==> config.mk <==
export PLATFORM = sky130hd
export DESIGN_NAME = ocr_top
export DESIGN_NICKNAME = d
export VERILOG_FILES = /design/src/ocr_pkg.sv /design/src/ocr_top.sv
export VERILOG_INCLUDE_DIRS = /design/src
export SDC_FILE = /design/constraint.sdc
export NUM_CORES = 1
export LEC_CHECK = 0
export ABC_AREA = 0
export BUFFER_PORTS_ARGS = -buffer_cell sky130_fd_sc_hd__buf_2
export CORE_MARGIN = 4
export CORE_UTILIZATION = 49
export DETAILED_ROUTE_END_ITERATION = 16
export GPL_TIMING_DRIVEN = 1
export HOLD_SLACK_MARGIN = 0.12
export PLACE_DENSITY_LB_ADDON = 0.15
export SLEW_MARGIN = 10
export SYNTH_ARGS = -nofsm -noshare
export SYNTH_HDL_FRONTEND = slang
export SYNTH_SLANG_ARGS = --single-unit
==> constraint.sdc <==
create_clock -name core_clk_i -period 1.97 [get_ports core_clk_i]
set_input_delay 0 -clock core_clk_i [delete_from_list [all_inputs] [get_ports core_clk_i]]
set_output_delay 0 -clock core_clk_i [all_outputs]
set_load 0.1 [all_outputs]
==> src/ocr_cfg.svh <==
`ifndef OCR_CFG_SVH
`define OCR_CFG_SVH
// Register word indices; byte address is four times the index
`define OCR_IDX_CONV_CTRL 8'hD1
`define OCR_IDX_DIV_CTRL 8'hDC
`define OCR_IDX_STATUS 8'hF0
// Reset values
`define OCR_CONV_CTRL_RST 8'h40
`define OCR_DIV_CTRL_RST 2'h0
// Field positions
`define OCR_OSC_OFF_BIT 2
`define OCR_STAT_ON_AUX 0
`define OCR_STAT_LOST 1
`define OCR_STAT_MAIN_EN 2
`define OCR_STAT_IN_RST 3
`define OCR_STAT_SG 4
// Timing, in ns, and derived counts
`define OCR_CLK_PERIOD_NS 10
`define OCR_AUX_PERIOD_NS 4000
`define OCR_OSC_STARTUP_NS 100000
`define OCR_SG_MIN_PERIOD_NS 125
`define OCR_INSTR_AUX_TICKS 65
`define OCR_RST_DLY_TICKS 2048
`define OCR_TMR_DIV 12
`define OCR_CORE_DIV 13
`endif

==> src/ocr_pkg.sv <==
package ocr_pkg;

  // Core clock source
  typedef enum logic [1:0] {
    OCR_SRC_AUX,
    OCR_SRC_WAIT,
    OCR_SRC_MAIN
  } ocr_src_t;

  // Reset sequencer
  typedef enum logic [1:0] {
    OCR_RST_HOLD,
    OCR_RST_DELAY,
    OCR_RST_RUN
  } ocr_rst_t;

endpackage

==> src/ocr_top.sv <==
// Register access over APB is this design's own decision.
`timescale 1ns/1ps
`include "ocr_cfg.svh"
// Overview of operation
// - Converter bit 2 high stops main oscillator, with safeguard only
// - Software stop switches core to auxiliary clock
// - Clearing bit or any reset restarts main
// - Wait startup plus instruction before main takeover
// - Aux starts within period after missing edge
// - Core runs normally from auxiliary clock
// - Power-up delay counted on the selected core clock source
// - Auxiliary oscillator stops once main runs
// - Other converter bits go to converter
// - Safeguard is fixed option, gates auxiliary
// - Safeguard drops edges above maximum frequency
// - Divider select gives 1, 2, 4, 4
// - Divider register resets zero, write only
// - Four reset sources: pin, power, watchdog, voltage
// - Pin active low, extended, held while low
// - Run/wait reset restarts oscillator, then initialises
// - Stop reset starts oscillator, then initialises
// - Internal clock divided 12 peripherals, 13 core
// - Internal reset sources drive pin low
module ocr_top
  import ocr_pkg::*;
#(
  parameter bit SAFEGUARD_EN = 1'b1,
  parameter int AUX_CYC = `OCR_AUX_PERIOD_NS / `OCR_CLK_PERIOD_NS,
  parameter int STARTUP_CYC = `OCR_OSC_STARTUP_NS / `OCR_CLK_PERIOD_NS,
  parameter int RST_DLY_TICKS = `OCR_RST_DLY_TICKS
) (
  input wire logic core_clk_i,
  input wire logic rst_n_i,
  input wire logic psel_i,
  input wire logic penable_i,
  input wire logic pwrite_i,
  input wire logic [11:0] paddr_i,
  input wire logic [31:0] pwdata_i,
  output logic [31:0] prdata_o,
  output logic pready_o,
  output logic pslverr_o,
  input wire logic main_osc_i,
  input wire logic stop_mode_i,
  input wire logic rst_pin_n_i,
  input wire logic por_i,
  input wire logic wdg_timeout_i,
  input wire logic low_voltage_detect_i,
  output logic main_osc_en_o,
  output logic aux_osc_en_o,
  output logic on_aux_o,
  output logic int_clk_tick_o,
  output logic periph_tick_o,
  output logic machine_cycle_o,
  output logic core_rst_o,
  output logic io_pullup_o,
  output logic init_start_o,
  output logic rst_pin_o,
  output logic rst_pin_oe_o,
  output logic [6:0] converter_ctrl_fields_o
);

  // Derived counts
  localparam int SG_CYC =
    (`OCR_SG_MIN_PERIOD_NS + `OCR_CLK_PERIOD_NS - 1) / `OCR_CLK_PERIOD_NS;
  localparam int WAIT_CYC = STARTUP_CYC + `OCR_INSTR_AUX_TICKS * AUX_CYC;
  localparam int AW = $clog2(AUX_CYC + 1);
  localparam int SW = $clog2(SG_CYC + 1);
  localparam int WW = $clog2(WAIT_CYC + 1);
  localparam int RW = $clog2(RST_DLY_TICKS + 1);

  // Aux period below safeguard spacing would shorten pulses
  if (AUX_CYC < SG_CYC || STARTUP_CYC < 1 || RST_DLY_TICKS < 1) begin : g_chk
    $error("ocr_top: parameter out of range");
  end

  ////////////////////////////////////////////////////////////
  // Declarations
  ////////////////////////////////////////////////////////////
  logic main_q;
  logic [SW-1:0] sg_cnt;
  logic [AW-1:0] aux_cnt;
  logic edge_seen;
  logic main_lost;
  ocr_src_t src;
  ocr_src_t next_src;
  logic [WW-1:0] wait_cnt;
  logic [1:0] div_cnt;
  logic [1:0] div_sel;
  logic [7:0] conv_ctrl;
  ocr_rst_t rst_st;
  ocr_rst_t next_rst_st;
  logic [RW-1:0] dly_cnt;
  logic [3:0] sub_cnt [2];
  logic [1:0] sub_hit;

  ////////////////////////////////////////////////////////////
  // Main oscillator edges and safeguard filter
  ////////////////////////////////////////////////////////////
  wire main_raw = main_osc_i & ~main_q;
  wire sg_open = (sg_cnt == '0) | ~SAFEGUARD_EN;
  wire main_acc = main_raw & sg_open;
  wire main_edge = main_acc & main_osc_en_o;

  // Edge sampler and spacing counter
  always_ff @(posedge core_clk_i or negedge rst_n_i) begin
    if (!rst_n_i) begin
      main_q <= 1'b0;
      sg_cnt <= '0;
    end else begin
      main_q <= main_osc_i;
      if (main_acc) begin
        sg_cnt <= SW'(SG_CYC - 1);
      end else if (sg_cnt != '0) begin
        sg_cnt <= sg_cnt - 1'b1;
      end
    end
  end

  ////////////////////////////////////////////////////////////
  // Auxiliary timebase and missing edge detector
  ////////////////////////////////////////////////////////////
  wire aux_tick = (aux_cnt == '0);
  wire aux_clk_tick = aux_tick & SAFEGUARD_EN;
  wire next_lost = aux_tick ? ~(edge_seen | main_edge) : main_lost;
  // no aux tick right after a main one
  wire to_aux = (src == OCR_SRC_MAIN) & (next_src == OCR_SRC_AUX);

  // Auxiliary period counter and gap flag
  always_ff @(posedge core_clk_i or negedge rst_n_i) begin
    if (!rst_n_i) begin
      aux_cnt <= '0;
      edge_seen <= 1'b0;
      main_lost <= 1'b1;
    end else begin
      aux_cnt <= (aux_tick | to_aux) ? AW'(AUX_CYC - 1) : aux_cnt - 1'b1;
      edge_seen <= aux_tick ? 1'b0 : (edge_seen | main_edge);
      main_lost <= next_lost;
    end
  end

  ////////////////////////////////////////////////////////////
  // Clock source selection
  ////////////////////////////////////////////////////////////
  wire in_reset = (rst_st != OCR_RST_RUN);
  // off bit only acts with safeguard
  wire osc_off = SAFEGUARD_EN & conv_ctrl[`OCR_OSC_OFF_BIT];
  // any reset overrides the off bit
  wire next_main_en = in_reset | (~osc_off & ~stop_mode_i);

  // Source state machine
  always_comb begin
    next_src = src;
    case (src)
      OCR_SRC_MAIN: begin
        // fall back on stop or loss
        if (SAFEGUARD_EN && (main_lost || !main_osc_en_o) && !main_edge) begin
          next_src = OCR_SRC_AUX;
        end
      end
      OCR_SRC_AUX: begin
        if (!SAFEGUARD_EN) begin
          next_src = OCR_SRC_MAIN;
        end else if (main_osc_en_o) begin
          next_src = OCR_SRC_WAIT;
        end
      end
      OCR_SRC_WAIT: begin
        // take over on a main edge
        if (!main_osc_en_o) begin
          next_src = OCR_SRC_AUX;
        end else if (wait_cnt == '0 && !main_lost
                     && main_edge && !aux_clk_tick) begin
          next_src = OCR_SRC_MAIN;
        end
      end
      default: next_src = OCR_SRC_AUX;
    endcase
  end

  always_ff @(posedge core_clk_i or negedge rst_n_i) begin
    if (!rst_n_i) begin
      wait_cnt <= WW'(WAIT_CYC);
    end else if (src != OCR_SRC_WAIT) begin
      wait_cnt <= WW'(WAIT_CYC);
    end else if (wait_cnt != '0) begin
      wait_cnt <= wait_cnt - 1'b1;
    end
  end

  always_ff @(posedge core_clk_i or negedge rst_n_i) begin
    if (!rst_n_i) begin
      src <= OCR_SRC_AUX;
      main_osc_en_o <= 1'b1;
      aux_osc_en_o <= SAFEGUARD_EN;
      on_aux_o <= SAFEGUARD_EN;
    end else begin
      src <= next_src;
      main_osc_en_o <= next_main_en;
      aux_osc_en_o <= SAFEGUARD_EN & (next_src != OCR_SRC_MAIN);
      on_aux_o <= SAFEGUARD_EN & (next_src != OCR_SRC_MAIN);
    end
  end

  ////////////////////////////////////////////////////////////
  // Oscillator divider
  ////////////////////////////////////////////////////////////
  // one tick source at a time
  wire osc_tick = (src == OCR_SRC_MAIN) ? main_edge : aux_clk_tick;
  wire [1:0] div_last = (div_sel == 2'h0) ? 2'h0 :
                        (div_sel == 2'h1) ? 2'h1 : 2'h3;
  wire div_wrap = (div_cnt >= div_last);
  wire int_tick = osc_tick & div_wrap;

  // Divider counter and internal tick
  always_ff @(posedge core_clk_i or negedge rst_n_i) begin
    if (!rst_n_i) begin
      div_cnt <= 2'h0;
      int_clk_tick_o <= 1'b0;
    end else begin
      if (osc_tick) begin
        div_cnt <= div_wrap ? 2'h0 : div_cnt + 2'h1;
      end
      int_clk_tick_o <= int_tick;
    end
  end

  ////////////////////////////////////////////////////////////
  // Peripheral and machine cycle dividers
  ////////////////////////////////////////////////////////////
  for (genvar g = 0; g < 2; g++) begin : g_sub
    localparam logic [3:0] LAST = (g == 0) ?
      4'(`OCR_TMR_DIV - 1) : 4'(`OCR_CORE_DIV - 1);
    assign sub_hit[g] = int_tick & (sub_cnt[g] == LAST);
    always_ff @(posedge core_clk_i or negedge rst_n_i) begin
      if (!rst_n_i) begin
        sub_cnt[g] <= 4'h0;
      end else if (sub_hit[g] || in_reset) begin
        sub_cnt[g] <= 4'h0;
      end else if (int_tick) begin
        sub_cnt[g] <= sub_cnt[g] + 4'h1;
      end
    end
  end

  // Registered divider pulses
  always_ff @(posedge core_clk_i or negedge rst_n_i) begin
    if (!rst_n_i) begin
      periph_tick_o <= 1'b0;
      machine_cycle_o <= 1'b0;
    end else begin
      periph_tick_o <= sub_hit[0];
      machine_cycle_o <= sub_hit[1];
    end
  end

  ////////////////////////////////////////////////////////////
  // Reset sequencer
  ////////////////////////////////////////////////////////////
  // four reset sources
  wire int_src = por_i | wdg_timeout_i | low_voltage_detect_i;
  wire any_src = int_src | ~rst_pin_n_i;
  wire dly_done = (dly_cnt == '0) & osc_tick;

  // Sequencer state machine
  always_comb begin
    next_rst_st = rst_st;
    case (rst_st)
      OCR_RST_HOLD: begin
        if (!any_src) begin
          next_rst_st = OCR_RST_DELAY;
        end
      end
      OCR_RST_DELAY: begin
        if (any_src) begin
          next_rst_st = OCR_RST_HOLD;
        end else if (dly_done) begin
          next_rst_st = OCR_RST_RUN;
        end
      end
      OCR_RST_RUN: begin
        if (any_src) begin
          next_rst_st = OCR_RST_HOLD;
        end
      end
      default: next_rst_st = OCR_RST_HOLD;
    endcase
  end

  always_ff @(posedge core_clk_i or negedge rst_n_i) begin
    if (!rst_n_i) begin
      dly_cnt <= RW'(RST_DLY_TICKS - 1);
    end else if (rst_st != OCR_RST_DELAY) begin
      dly_cnt <= RW'(RST_DLY_TICKS - 1);
    end else if (osc_tick && dly_cnt != '0) begin
      dly_cnt <= dly_cnt - 1'b1;
    end
  end

  // Sequencer state and reset outputs
  always_ff @(posedge core_clk_i or negedge rst_n_i) begin
    if (!rst_n_i) begin
      rst_st <= OCR_RST_HOLD;
      core_rst_o <= 1'b1;
      io_pullup_o <= 1'b1;
      init_start_o <= 1'b0;
      rst_pin_o <= 1'b0;
      rst_pin_oe_o <= 1'b0;
    end else begin
      rst_st <= next_rst_st;
      core_rst_o <= (next_rst_st != OCR_RST_RUN);
      io_pullup_o <= (next_rst_st != OCR_RST_RUN);
      init_start_o <= (rst_st == OCR_RST_DELAY) &
                      (next_rst_st == OCR_RST_RUN);
      rst_pin_o <= 1'b0;
      // pin pulled low by internal source
      rst_pin_oe_o <= int_src;
    end
  end

  ////////////////////////////////////////////////////////////
  // APB register slave
  ////////////////////////////////////////////////////////////
  wire acc = psel_i & penable_i;
  wire in_page = (paddr_i[11:10] == 2'h0);
  wire hit_conv = in_page & (paddr_i[9:2] == `OCR_IDX_CONV_CTRL);
  wire hit_div = in_page & (paddr_i[9:2] == `OCR_IDX_DIV_CTRL);
  wire hit_stat = in_page & (paddr_i[9:2] == `OCR_IDX_STATUS);
  wire hit = hit_conv | hit_div | hit_stat;
  wire wr = acc & pready_o & pwrite_i;
  wire [7:0] stat;
  wire [31:0] rd_data;

  // Status word
  assign stat[`OCR_STAT_ON_AUX] = on_aux_o;
  assign stat[`OCR_STAT_LOST] = main_lost;
  assign stat[`OCR_STAT_MAIN_EN] = main_osc_en_o;
  assign stat[`OCR_STAT_IN_RST] = in_reset;
  assign stat[`OCR_STAT_SG] = SAFEGUARD_EN;
  assign stat[7:5] = 3'h0;

  assign rd_data = hit_conv ? {24'h0, conv_ctrl} :
                   hit_stat ? {24'h0, stat} : 32'h0;

  // Answer one cycle into the access phase
  always_ff @(posedge core_clk_i or negedge rst_n_i) begin
    if (!rst_n_i) begin
      pready_o <= 1'b0;
      prdata_o <= 32'h0;
      pslverr_o <= 1'b0;
      converter_ctrl_fields_o <= 7'h0;
    end else begin
      pready_o <= acc & ~pready_o;
      prdata_o <= (acc & ~pready_o & ~pwrite_i) ? rd_data : 32'h0;
      pslverr_o <= acc & ~pready_o & ~hit;
      converter_ctrl_fields_o <= {conv_ctrl[7:3], conv_ctrl[1:0]};
    end
  end

  always_ff @(posedge core_clk_i or negedge rst_n_i) begin
    if (!rst_n_i) begin
      conv_ctrl <= `OCR_CONV_CTRL_RST;
      div_sel <= `OCR_DIV_CTRL_RST;
    end else if (in_reset) begin
      conv_ctrl <= `OCR_CONV_CTRL_RST;
      div_sel <= `OCR_DIV_CTRL_RST;
    end else begin
      if (wr && hit_conv) begin
        conv_ctrl <= pwdata_i[7:0];
      end
      if (wr && hit_div) begin
        div_sel <= pwdata_i[1:0];
      end
    end
  end

endmodule

# Word level (Yosys, flattened, before mapping)
# Index checks and enable logic that the tools add are counted.
word_totals:
  regBits: 93
  out_inout_bits: 52
  word_cells: 151
classes:
  addsub: 7
  order_cmp: 1
  eq_ne: 16
  mux: 33
  bitwise_logic: 35
  reduce_logical: 33
op_table:
  columns: ["operator", "count"]
  rows:
  - ["$mux 16", 2]
  - ["$mux 8", 4]
  - ["$mux 2", 13]
  - ["$eq 8x8->1 const B", 3]
  - ["$mux 12", 2]
  - ["$mux 4", 6]
  - ["$and 1x1->1", 19]
  - ["$logic_not 16->1", 1]
  - ["$reduce_bool 16->1", 1]
  - ["$sub 16x1->16 const B", 1]
  - ["$reduce_bool 2->1", 7]
  - ["$logic_not 12->1", 1]
  - ["$pmux 2 s3", 2]
  - ["$reduce_bool 12->1", 1]
  - ["$sub 12x1->12 const B", 1]
  - ["$logic_not 2->1", 5]
  - ["$logic_not 9->1", 1]
  - ["$mux 9", 1]
  - ["$sub 9x1->9 const B", 1]
  - ["$add 4x1->4 const B", 2]
  - ["$eq 4x4->1 const B", 2]
  - ["$not 1->1", 8]
  - ["$or 1x1->1", 8]
  - ["$logic_and 1x1->1", 7]
  - ["13 further kinds", 26]

# Depth between registers and ports, before layout
# Gate-level depths: netlist (run 1).
depth:
  word_depth: 13
  depth_mapped: 9
  mapped_depth_nobuf: 8

# Worst setup path after synthesis (run 1)
# No wires, ideal clock.
synth_timing:
  path_kind: "flip-flop to flip-flop"
  startpoint: "register dly_cnt[7]"
  endpoint: "register dly_cnt[11]"
  arrival_ns: 2.086
  slack_ns: -0.193
  path_stages_with_launch: 6
  period_less_slack_ns: 2.163
  path_cell_list: "dfstp_2 or4_4 or3_1 or3_1 or4_1 a21oi_1"
synth_between:
  elab_chain_cells: 3
  elab_cells_between_ends: 6
synth_lines:
  columns: ["item", "line_no", "text"]
  rows:
  - ["start, declared", "ocr_top.sv:92", "logic [RW-1:0] dly_cnt;"]
  - ["start signal, assigned", "ocr_top.sv:291", "dly_cnt <= RW'(RST_DLY_TICKS - 1);"]
  - ["start signal, assigned", "ocr_top.sv:293", "dly_cnt <= RW'(RST_DLY_TICKS - 1);"]
  - ["start signal, assigned", "ocr_top.sv:295", "dly_cnt <= dly_cnt - 1'b1;"]
  - ["$sub 12x1->12 / $reduce_bool 12->1 (equally long branches)", "ocr_top.sv:295, ocr_top.sv:294", null]
  - ["$mux 12 / $logic_and 1x1->1 (equally long branches)", "ocr_top.sv:294", "end else if (osc_tick && dly_cnt != '0) begin"]
  - ["$mux 12 / $reduce_bool 2->1 (equally long branches)", null, null]
# Parallel ways exist; a longest one is shown, timed or not. The select of a mux whose other input is x is not followed.
# A chain may end at the register's enable or synchronous reset.

# Worst setup path after layout (run 1)
# Same ends and word-level chain as after synthesis.

==> results of run 1 <==
[layout make-up]
class,instances,area (µm²),share of cell area
Clock buffer,10,128,0.0214
Clock inverter,6,71.3,0.0119
Inverter,17,68.8,0.0115
Multi-Input combinational cell,325,2130,0.357
Sequential cell,93,2360,0.395
Tap cell,108,135,0.0226
Timing Repair Buffer,150,1080,0.181
[worst min-delay path: cells and delay by family]
family	cells	cell delay, ns
AO/OA/AOI/OAI	2	0.17
buffers and inverters	1	0.12
AND/OR/NAND/NOR	2	0.18
[synth_stat cells, types with 4 or more instances]
library cell               count
sky130_fd_sc_hd__a211oi_1      5
sky130_fd_sc_hd__buf_4        27
sky130_fd_sc_hd__dfrtp_1      72
sky130_fd_sc_hd__nor2_1       44
sky130_fd_sc_hd__nor3_1       14
sky130_fd_sc_hd__ha_1         13
sky130_fd_sc_hd__or3_1         9
sky130_fd_sc_hd__nand2_1      30
sky130_fd_sc_hd__a21o_1        5
sky130_fd_sc_hd__inv_1        17
sky130_fd_sc_hd__o31ai_1       7
sky130_fd_sc_hd__nand3_1      17
sky130_fd_sc_hd__dfstp_2      21
sky130_fd_sc_hd__and3_1        7
sky130_fd_sc_hd__a22oi_1       4
sky130_fd_sc_hd__a21oi_1      26
sky130_fd_sc_hd__nand3b_1     12
sky130_fd_sc_hd__or4_1         7
sky130_fd_sc_hd__nor4_1        5
sky130_fd_sc_hd__nor2b_1       8
sky130_fd_sc_hd__nand4_1       7
sky130_fd_sc_hd__or2_2         4
sky130_fd_sc_hd__xor2_1        7
sky130_fd_sc_hd__xnor2_1      11
sky130_fd_sc_hd__and2_1        5
sky130_fd_sc_hd__mux2i_1      10
sky130_fd_sc_hd__clkbuf_1      7
sky130_fd_sc_hd__nand2b_1      6
sky130_fd_sc_hd__o21ai_0      13
[layer usage]
metal  part of all wire  wire, µm  up-vias  track usage
met5                  0         0        -            0
met4              0.011       114        0       0.0418
met3              0.038       391        9       0.0509
met2               0.51      5320       73        0.335
met1               0.44      4520     1753        0.244
li1                   -         -     1826            -
[flip-flops by register name, summed over array words and instances, names as in the netlist, 4 cells and up]
register / count
wait_cnt: 16
dly_cnt: 12
aux_cnt: 9
conv_ctrl: 8
prdata_o: 8
sub_cnt: 8
converter_ctrl_fields_o: 7
sg_cnt: 4
[repair_timing]
item	in CTS	in global routing
hold buffers	25	0
cloned	0	2
setup buffers	3	5
endpoints found under the hold margin	106	0
pin swaps	9	22
endpoints found under the setup margin	23	32
resized for setup	11	33
[final timing paths]
path	slack, ns	endpoint	startpoint	cells after the start
max in group asynchronous	0.44	div_cnt[0]$_DFFE_PN0P_	rst_n_i	3
hold / removal	0.13	pslverr_o$_DFF_PN0_	paddr_i[5]	5
hold reg to reg	0.40	converter_ctrl_fields_o[6]$_DFF_PN0_	conv_ctrl[7]$_DFFE_PN0P_	0
setup / recovery	-0.28	dly_cnt[11]$_DFFE_PN0P_	dly_cnt[7]$_DFFE_PN1P_	5
setup reg to reg	-0.28	dly_cnt[11]$_DFFE_PN0P_	dly_cnt[7]$_DFFE_PN1P_	5
min in group asynchronous	0.22	wait_cnt[11]$_DFFE_PN1P_	rst_n_i	2
[cell families after synthesis]
group / after synthesis
compound gates: 71
xor+xnor: 18
fa+ha+maj: 13
buf+inv: 52
flops: 93
mux: 11
other cells: 1
simple gates: 186
[where the power goes]
group	switching [W]	internal, W	total [W]
sequential	0.000128	0.00208	0.00220
combinational	0.000618	0.000458	0.00108
clock	0.000697	0.000600	0.00130
total	0.00144	0.00313	0.00458
[stage by stage]
step,area [µm²],cells,util
6_report,5970,709,0.675
3_3_place_gp,5290,658,0.598
4_1_cts,5810,702,0.656
5_1_grt,5970,709,0.675
2_1_floorplan,4640,469,-
3_5_place_dp,5290,658,0.598
==> reports/summary.txt, run 1 <==
TIMING
------------------------------------------------------------------------------------
Max-slew violation count                                                           0
Worst-case headroom to the max-slew limit                                      0.404
Worst hold slack                                                            0.130 ns
Pin slew with the least headroom to its limit                               0.891 ns
Shortest clock period the worst path allows after layout                     2.25 ns
Final-report hold violation count                                                  0
Setup repair after global routing missed its margin                              yes
Total negative slack                                                       -0.540 ns
Highest attainable clock frequency                                           445 MHz
Clock tree skew after final layout                                         0.0101 ns
Count of final setup violators                                                     6
Crit share post-route                                                           1.14
Minimum setup slack in the final design                                    -0.276 ns

WORST SETUP PATH
------------------------------------------------------------------------------------
Number of buffers and inverters on the critical path                               0
Slowest CP cell                                                         sky130_fd_sc_hd__or4_4
Required time of the worst setup path                                        2.27 ns
Category of the worst setup path launch point                                   flop
Signal arrival time at the worst endpoint                                    2.54 ns
Stage delay of the slowest cell on the critical path                         0.53 ns
Crit path capture type                                                          flop
Cell Chain, Critical Path                                               or4_4 > or3_4 > or3_4 > or4_4 > a21oi_2
Top fanout value on the critical path                                              2
Family of cells with the greatest summed delay on the critical path     simple AND/OR/NAND/NOR gates
Worst setup path class                                                  flop to flop

LAYOUT
------------------------------------------------------------------------------------
Final net count                                                                  664
# diodes                                                                           0
Most common cell after layout, fill and taps aside                      sky130_fd_sc_hd__dfrtp_1
Area Growth Syn to Fin                                                         31.9%
FILL cells                                                                       702
Highest-count cells in the layout ignoring fill and taps                71 x sky130_fd_sc_hd__dfrtp_1, 65 x sky130_fd_sc_hd__buf_4, 55 x sky130_fd_sc_hd__buf_2, 44 x sky130_fd_sc_hd__nor2_1, 30 x sky130_fd_sc_hd__nand2_1
Fraction of layout cells with a size suffix above 1                            0.336

GRT
------------------------------------------------------------------------------------
Maximum number of pins on one net before global-route repair                      40
First-pass GRT wire length                                                   17.5 mm
Via count of the first global-routing pass                                      3690
Global-route usage over all layers                                             0.194
Antenna violations before repair                                                   0
Total congestion overflow after global routing                                     0

LOGIC SYNTHESIS
------------------------------------------------------------------------------------
Cell taking the most area after synthesis                               sky130_fd_sc_hd__dfrtp_1
Yosys warns                                                                        0
Post-synthesis instance area                                                4530 µm²
Fraction of registers with async set/reset                                      1.00
Top_reg_cell synth                                                      sky130_fd_sc_hd__dfrtp_1
Main combinational cell family by area after synthesis                  simple AND/OR/NAND/NOR gates
Post-synth top area share                                                      0.398
Top post-synthesis cells by area                                        sky130_fd_sc_hd__dfrtp_1 40%, sky130_fd_sc_hd__dfstp_2 12%, sky130_fd_sc_hd__buf_4 4.5%
Area share of and/or/nand/nor cells after synthesis                            0.221
Average instance area after synthesis                                       10.2 µm²
Number of unique standard cell types used by synthesis                            49
Count of state elements after synthesis                                           93
Synthesized-area fraction occupied by xor and xnor cells                      0.0348
Post-synth EDFFs                                                                   0
Adder-Cell Fraction of Synth Area                                             0.0359
Fraction of the yosys area taken by sequential cells                           0.520
Gate count of the mapped netlist                                                 445
Area fraction in compound gates after synthesis                               0.0975
Mux share of post-synthesis cell area                                         0.0246

STATUS
------------------------------------------------------------------------------------
Violated checks                                                         setup timing
Outcome                                                                 finished, violations left

POWER
------------------------------------------------------------------------------------
Maximum vdd drop                                                          0.000415 V
Cell area power density                                                   766 nW/µm²
Leakage power summed over all cells                                          2.67 nW
Power consumption                                                          0.00458 W

CLOCK TREE
------------------------------------------------------------------------------------
Clock slew at reported path FFs                                              0.09 ns
Clock buffers created by TritonCTS                                                 9
CTS H-tree lvls                                                                    3
TritonCTS clock tree                                                           built
CTS Sinks                                                                         93
Clk Tree Root Cell                                                      sky130_fd_sc_hd__clkbuf_8
Source-to-sink clock delay at the later pin of the worst-skew pair           0.37 ns
Buffer depth of the longest clock path                                             2

RUN
------------------------------------------------------------------------------------
MaxCap Viol Count                                                                  0

FLOORPLAN
------------------------------------------------------------------------------------
Placeable core region                                                       8850 µm²
Row count                                                                         34
Initial core utilization                                                       0.512
DIE HEIGHT                                                                    104 µm
Number of top-level pins                                                         107
Die X-Extent                                                                  104 µm
Die area                                                                   10800 µm²

PLACED DESIGN
------------------------------------------------------------------------------------
Weighted congestion at the end of routability-driven global placement          0.804
Final HPWL DP                                                                6.94 mm
Post-Place Setup Slack                                                     -0.274 ns
Count of input and output buffers                                                 55

DETAILED ROUTING
------------------------------------------------------------------------------------
Drt initial violations                                                           151
Count of vias placed by the detailed router                                     3661
Length of the first detailed-routing pass in iterations                            4
Average wire per cell in the routed design                                   14.6 µm
Total wire length after detailed routing                                     10.3 mm
Number of design rule violations left after detail routing                         0
Antenna violation net count after detailed routing                                 0
Via-to-Cell Ratio                                                               5.16

WORST HOLD PATH
------------------------------------------------------------------------------------
Type of the worst min-delay path                                        primary input to flop

No activity file was read; power rests on OpenSTA's default activity.
==> run 2, diff against run 1 <==
--- a/config.mk
+++ b/config.mk
@@ -9,7 +9,7 @@
 export ABC_AREA = 0
 export BUFFER_PORTS_ARGS = -buffer_cell sky130_fd_sc_hd__buf_2
 export CORE_MARGIN = 4
-export CORE_UTILIZATION = 49
+export CORE_UTILIZATION = 54
 export DETAILED_ROUTE_END_ITERATION = 16
 export GPL_TIMING_DRIVEN = 1
 export HOLD_SLACK_MARGIN = 0.12
==> constraint.sdc (replaced) <==
create_clock -name core_clk_i -period 2.1 [get_ports core_clk_i]
set_input_delay 0 -clock core_clk_i [delete_from_list [all_inputs] [get_ports core_clk_i]]
set_output_delay 0 -clock core_clk_i [all_outputs]
set_load 0.1 [all_outputs]
==> reports/summary.txt, run 2 (synthesis results as in run 1) <==
STATUS
------------------------------------------------------------------------------------
Outcome                                                                 finished, violations left
Violated checks                                                         setup timing

TIMING
------------------------------------------------------------------------------------
Setup repair after global routing missed its margin                              yes
Shortest clock period the worst path allows after layout                     2.22 ns
Highest attainable clock frequency                                           450 MHz
Minimum setup slack in the final design                                    -0.122 ns
Final-report hold violation count                                                  0
Max-slew violation count                                                           0
Total negative slack                                                       -0.122 ns
Crit share post-route                                                           1.06
Count of final setup violators                                                     1
Clock tree skew after final layout                                         0.0149 ns
Pin slew with the least headroom to its limit                               0.602 ns
Worst-case headroom to the max-slew limit                                      0.599

WORST SETUP PATH
------------------------------------------------------------------------------------
Required time of the worst setup path                                        2.39 ns
Crit path capture type                                                          flop
Category of the worst setup path launch point                                   flop
Cell repeated most along the worst path                                 sky130_fd_sc_hd__or4_4
Signal arrival time at the worst endpoint                                    2.51 ns
Top fanout value on the critical path                                              2
Terminus of the critical flop-to-flop path                              dly_cnt[11]$_DFFE_PN0P_
Worst reg-to-reg path cell count                                                   5
Worst setup path class                                                  flop to flop
FF-to-FF setup slack                                                        -0.12 ns
Stage delay of the slowest cell on the critical path                         0.52 ns
Slowest CP cell                                                         sky130_fd_sc_hd__or4_4
Worst flop-to-flop path startpoint                                      dly_cnt[7]$_DFFE_PN1P_
Family of cells with the greatest summed delay on the critical path     simple AND/OR/NAND/NOR gates
Number of buffers and inverters on the critical path                               0
Cell Chain, Critical Path                                               or4_4 > or3_4 > or3_1 > or4_4 > a21oi_2

POWER
------------------------------------------------------------------------------------
Leakage power summed over all cells                                          2.57 nW
Maximum vdd drop                                                          0.000349 V
Cell area power density                                                   741 nW/µm²

GRT
------------------------------------------------------------------------------------
Global-route usage over all layers                                             0.208
Maximum number of pins on one net before global-route repair                      49
First-pass GRT wire length                                                   16.7 mm
Total congestion overflow after global routing                                     0
Antenna violations before repair                                                   0
Via count of the first global-routing pass                                      3747

CLOCK TREE
------------------------------------------------------------------------------------
CTS Sinks                                                                         93
TritonCTS clock tree                                                           built
Clock slew at reported path FFs                                              0.09 ns
Clk Tree Root Cell                                                      sky130_fd_sc_hd__clkbuf_8
CTS H-tree lvls                                                                    3
Buffer depth of the longest clock path                                             2
Clock buffers created by TritonCTS                                                 9
Source-to-sink clock delay at the later pin of the worst-skew pair           0.37 ns

WORST HOLD PATH
------------------------------------------------------------------------------------
Worst hold path startpoint                                                    psel_i
Number of cells on the worst hold path                                             4
Type of the worst min-delay path                                        primary input to flop
Sink of the worst hold path                                             prdata_o[4]$_DFF_PN0_

FLOORPLAN
------------------------------------------------------------------------------------
Initial core utilization                                                       0.554
Die area                                                                    9910 µm²
Number of top-level pins                                                         107
Die X-Extent                                                                 99.6 µm
DIE HEIGHT                                                                   99.6 µm
Placeable core region                                                       8180 µm²
Row count                                                                         33

DETAILED ROUTING
------------------------------------------------------------------------------------
Antenna violation net count after detailed routing                                 0
Wire length the detailed router placed on met1                               4.44 mm
Topmost layer with routed signal wires                                          met4
Total wire length after detailed routing                                     10.3 mm
Average wire per cell in the routed design                                   14.9 µm
Count of vias placed by the detailed router                                     3690
Met2 wirelength from detailed routing                                        5.24 mm
Number of design rule violations left after detail routing                         0
Drt initial violations                                                            98
Length of the first detailed-routing pass in iterations                            4
Metal3 WL                                                                     384 µm
Via-to-Cell Ratio                                                               5.34

LAYOUT
------------------------------------------------------------------------------------
Area used by multi-input combinational logic                                2100 µm²
Register with the highest flop count                                        wait_cnt
Max reg flops                                                                     16
Combined flip-flop and latch cell area                                      2350 µm²
FILL cells                                                                       602
Most common cell after layout, fill and taps aside                      sky130_fd_sc_hd__dfrtp_1
# diodes                                                                           0
Fraction of layout cells with a size suffix above 1                            0.307
Largest registers                                                       wait_cnt (16), dly_cnt (12), aux_cnt (9)
Area Growth Syn to Fin                                                         28.8%
Highest-count cells in the layout ignoring fill and taps                71 x sky130_fd_sc_hd__dfrtp_1, 54 x sky130_fd_sc_hd__buf_2, 54 x sky130_fd_sc_hd__buf_4, 44 x sky130_fd_sc_hd__nor2_1, 30 x sky130_fd_sc_hd__nand2_1
Final net count                                                                  649

PLACED DESIGN
------------------------------------------------------------------------------------
Weighted congestion at the end of routability-driven global placement          0.863
Final HPWL DP                                                                6.70 mm
Count of input and output buffers                                                 55
Post-Place Setup Slack                                                     -0.111 ns

RUN
------------------------------------------------------------------------------------
MaxCap Viol Count                                                                  0

## run 2: worst reg2reg max path, cell delays in order, from the launching register on
cell,delay [ns]
sky130_fd_sc_hd__dfstp_2,0.38
sky130_fd_sc_hd__or4_4,0.52
sky130_fd_sc_hd__or3_4,0.34
sky130_fd_sc_hd__or3_1,0.36
sky130_fd_sc_hd__or4_4,0.43
sky130_fd_sc_hd__a21oi_2,0.13
## run 2: cell type report
class,count,area share
clock buffers,11,0.0225
well taps,105,0.0225
repair buffers,136,0.166
inverters,17,0.0109
flip-flops and latches,93,0.404
clock inverters,5,0.0144
multi-input cells,324,0.360
## run 2: worst max path at each step
stage | slack (ns) | from | end | cells after the start
after floorplan | -0.06 | dly_cnt[7]$_DFFE_PN1P_ | dly_cnt[11]$_DFFE_PN0P_ | 5
after global placement | -0.08 | dly_cnt[7]$_DFFE_PN1P_ | dly_cnt[11]$_DFFE_PN0P_ | 5
after detailed placement | -0.11 | dly_cnt[7]$_DFFE_PN1P_ | dly_cnt[11]$_DFFE_PN0P_ | 5
after CTS | -0.09 | dly_cnt[7]$_DFFE_PN1P_ | dly_cnt[11]$_DFFE_PN0P_ | 5
after global routing | -0.14 | dly_cnt[7]$_DFFE_PN1P_ | dly_cnt[11]$_DFFE_PN0P_ | 5
final | -0.12 | dly_cnt[7]$_DFFE_PN1P_ | dly_cnt[11]$_DFFE_PN0P_ | 5
## run 2: power by group
group	internal, W	switching, W	total [W]	leakage [nW]
combinational	0.000366	0.000565	0.000931	1.32
sequential	0.00195	0.000136	0.00208	1.15
clock	0.000676	0.000630	0.00131	0.100
## run 2: metrics by stage
stage                     total power, W  utilization  cells  area (µm²)  hold slack, ns
after global routing             0.00455        0.714    691        5830           0.164
after CTS                        0.00428        0.693    686        5670           0.134
after floorplan                  0.00271            -    469        4620          -0.296
after global placement           0.00290        0.632    642        5170          0.0437
after detailed placement         0.00294        0.632    642        5170          0.0538
final                            0.00432        0.714    691        5830           0.151
## run 2: per-layer routing
metal  up-vias  global-route usage
li1       1791                   -
met1      1802               0.257
met2        76               0.363
met3        21              0.0386
met4         0              0.0756
met5         -                   0
## run 2: what timing repair did
item	in CTS	in global routing
hold buffers	27	0
setup endpoints to repair	7	28
endpoints found under the hold margin	82	0
resized for setup	2	34
cloned	0	0
pin swaps	2	12
setup buffers	1	5
==> run 3, diff against run 2 <==
--- a/config.mk
+++ b/config.mk
@@ -13,7 +13,7 @@
 export DETAILED_ROUTE_END_ITERATION = 16
 export GPL_TIMING_DRIVEN = 1
 export HOLD_SLACK_MARGIN = 0.12
-export PLACE_DENSITY_LB_ADDON = 0.15
+export PLACE_DENSITY_LB_ADDON = 0.05
 export SLEW_MARGIN = 10
 export SYNTH_ARGS = -nofsm -noshare
 export SYNTH_HDL_FRONTEND = slang
==> reports/summary.txt, run 3 (synthesis results as in run 1) <==
FLOORPLAN
------------------------------------------------------------------------------------
Row count                                                                         33
Die area                                                                    9910 µm²
Placeable core region                                                       8180 µm²
Initial core utilization                                                       0.554
DIE HEIGHT                                                                   99.6 µm
Number of top-level pins                                                         107
Die X-Extent                                                                 99.6 µm

TIMING
------------------------------------------------------------------------------------
Minimum setup slack in the final design                                    -0.124 ns
Final-report hold violation count                                                  0
Pin slew with the least headroom to its limit                               0.636 ns
Crit share post-route                                                           1.06
Highest attainable clock frequency                                           450 MHz
Count of final setup violators                                                     1
Max-slew violation count                                                           0
Setup repair after global routing missed its margin                              yes
Worst hold slack                                                            0.156 ns
Worst-case headroom to the max-slew limit                                      0.576
Clock tree skew after final layout                                         0.0113 ns
Total negative slack                                                       -0.124 ns
Shortest clock period the worst path allows after layout                     2.22 ns

LAYOUT
------------------------------------------------------------------------------------
Register with the highest flop count                                        wait_cnt
Most common cell after layout, fill and taps aside                      sky130_fd_sc_hd__dfrtp_1
Fraction of layout cells with a size suffix above 1                            0.305
Largest registers                                                       wait_cnt (16), dly_cnt (12), aux_cnt (9)
# diodes                                                                           0
Max reg flops                                                                     16
Area used by multi-input combinational logic                                2060 µm²
Combined flip-flop and latch cell area                                      2350 µm²
Area Growth Syn to Fin                                                         28.2%
FILL cells                                                                       621
Final net count                                                                  650
Highest-count cells in the layout ignoring fill and taps                71 x sky130_fd_sc_hd__dfrtp_1, 57 x sky130_fd_sc_hd__buf_4, 54 x sky130_fd_sc_hd__buf_2, 44 x sky130_fd_sc_hd__nor2_1, 30 x sky130_fd_sc_hd__nand2_1
Post-Route Utilization                                                         0.710

DETAILED ROUTING
------------------------------------------------------------------------------------
Average wire per cell in the routed design                                   14.2 µm
Drt initial violations                                                           116
Antenna violation net count after detailed routing                                 0
Total wire length after detailed routing                                     9.83 mm
Number of design rule violations left after detail routing                         0
Via-to-Cell Ratio                                                               5.31
Count of vias placed by the detailed router                                     3673
Length of the first detailed-routing pass in iterations                            4

POWER
------------------------------------------------------------------------------------
Power consumption                                                          0.00438 W
Cell area power density                                                   755 nW/µm²
Leakage power summed over all cells                                          2.59 nW
Maximum vdd drop                                                          0.000469 V

STATUS
------------------------------------------------------------------------------------
Outcome                                                                 finished, violations left
Violated checks                                                         setup timing

CLOCK TREE
------------------------------------------------------------------------------------
Clock slew at reported path FFs                                              0.10 ns
TritonCTS clock tree                                                           built
Clock buffers created by TritonCTS                                                 9
CTS H-tree lvls                                                                    3
Source-to-sink clock delay at the later pin of the worst-skew pair           0.35 ns
Clk Tree Root Cell                                                      sky130_fd_sc_hd__clkbuf_8
CTS Sinks                                                                         93
Buffer depth of the longest clock path                                             2

WORST SETUP PATH
------------------------------------------------------------------------------------
Crit path capture type                                                          flop
Top fanout value on the critical path                                              2
Signal arrival time at the worst endpoint                                    2.51 ns
Worst setup path class                                                  flop to flop
Required time of the worst setup path                                        2.38 ns
Category of the worst setup path launch point                                   flop

GRT
------------------------------------------------------------------------------------
Antenna violations before repair                                                   0
First-pass GRT wire length                                                   16.3 mm
Maximum number of pins on one net before global-route repair                      46
Total congestion overflow after global routing                                     0
Global-route usage over all layers                                             0.202
Via count of the first global-routing pass                                      3594

PLACED DESIGN
------------------------------------------------------------------------------------
Count of input and output buffers                                                 55
Final HPWL DP                                                                6.75 mm
Weighted congestion at the end of routability-driven global placement          0.859

RUN
------------------------------------------------------------------------------------
MaxCap Viol Count                                                                  0

WORST HOLD PATH
------------------------------------------------------------------------------------
Type of the worst min-delay path                                        primary input to flop

## run 3: cell count changes in the layout (fill, tap and decap cells not counted), moves of 3 or more
cell                            before  now
sky130_fd_sc_hd__a21oi_1            20   23
sky130_fd_sc_hd__a21oi_2             6    3
sky130_fd_sc_hd__buf_4              54   57
sky130_fd_sc_hd__dlygate4sd3_1      27   24
sky130_fd_sc_hd__o21ai_0             8   11
## run 3: worst max-delay path, stage by stage (launching register included)
cell and delay [ns]:
sky130_fd_sc_hd__dfstp_2 0.38, sky130_fd_sc_hd__or4_4 0.53, sky130_fd_sc_hd__or3_4 0.38, sky130_fd_sc_hd__or3_1 0.32
sky130_fd_sc_hd__or4_1 0.43, sky130_fd_sc_hd__a21oi_2 0.13
## run 3: power by group
group	internal, W	switching [W]	total [W]
registers	0.00195	0.000136	0.00208
clock network	0.000716	0.000643	0.00136
logic	0.000383	0.000559	0.000941
total	0.00305	0.00134	0.00438
## run 3: path summary, 6_finish.rpt
kind	start	end	slack [ns]	cells after the start
min in group asynchronous	rst_n_i	wait_cnt[11]$_DFFE_PN1P_	0.20	2
max	dly_cnt[7]$_DFFE_PN1P_	dly_cnt[11]$_DFFE_PN0P_	-0.12	5
max reg2reg	dly_cnt[7]$_DFFE_PN1P_	dly_cnt[11]$_DFFE_PN0P_	-0.12	5
min reg2reg	conv_ctrl[5]$_DFFE_PN0P_	converter_ctrl_fields_o[4]$_DFF_PN0_	0.40	0
max in group asynchronous	rst_n_i	wait_cnt[0]$_DFFE_PN0P_	1.08	3
min	paddr_i[4]	pslverr_o$_DFF_PN0_	0.16	5
## run 3: metrics by stage
step                std cells  setup slack, ns  cell area (µm²)
floorplan                 469          -0.0633             4620
global placement          644          -0.0859             5180
detailed placement        644           -0.105             5180
CTS                       686          -0.0935             5680
global route              692           -0.178             5810
finish                    692           -0.124             5810
## run 3: area by class of cell
cell class / instances / area share
sequential: 93 / 0.406
multi-input combinational: 324 / 0.354
timing repair buffer: 137 / 0.167
clock buffer: 10 / 0.0237
tap: 105 / 0.0226
clock inverter: 6 / 0.0162
inverter: 17 / 0.0110
## run 3: repair_timing
action,CTS,global route
pin swaps,4,6
endpoints found under the hold margin,119,0
hold buffers,24,0
setup buffers,2,6
resized for setup,2,25
endpoints found under the setup margin,7,18
## run 3: per-layer routing
layer	share of wire	wire length, µm	global-route usage
met2	0.50	4940	0.338
met3	0.037	367	0.0428
met5	0	0	0
met4	0.0060	59	0.0473
met1	0.45	4470	0.271
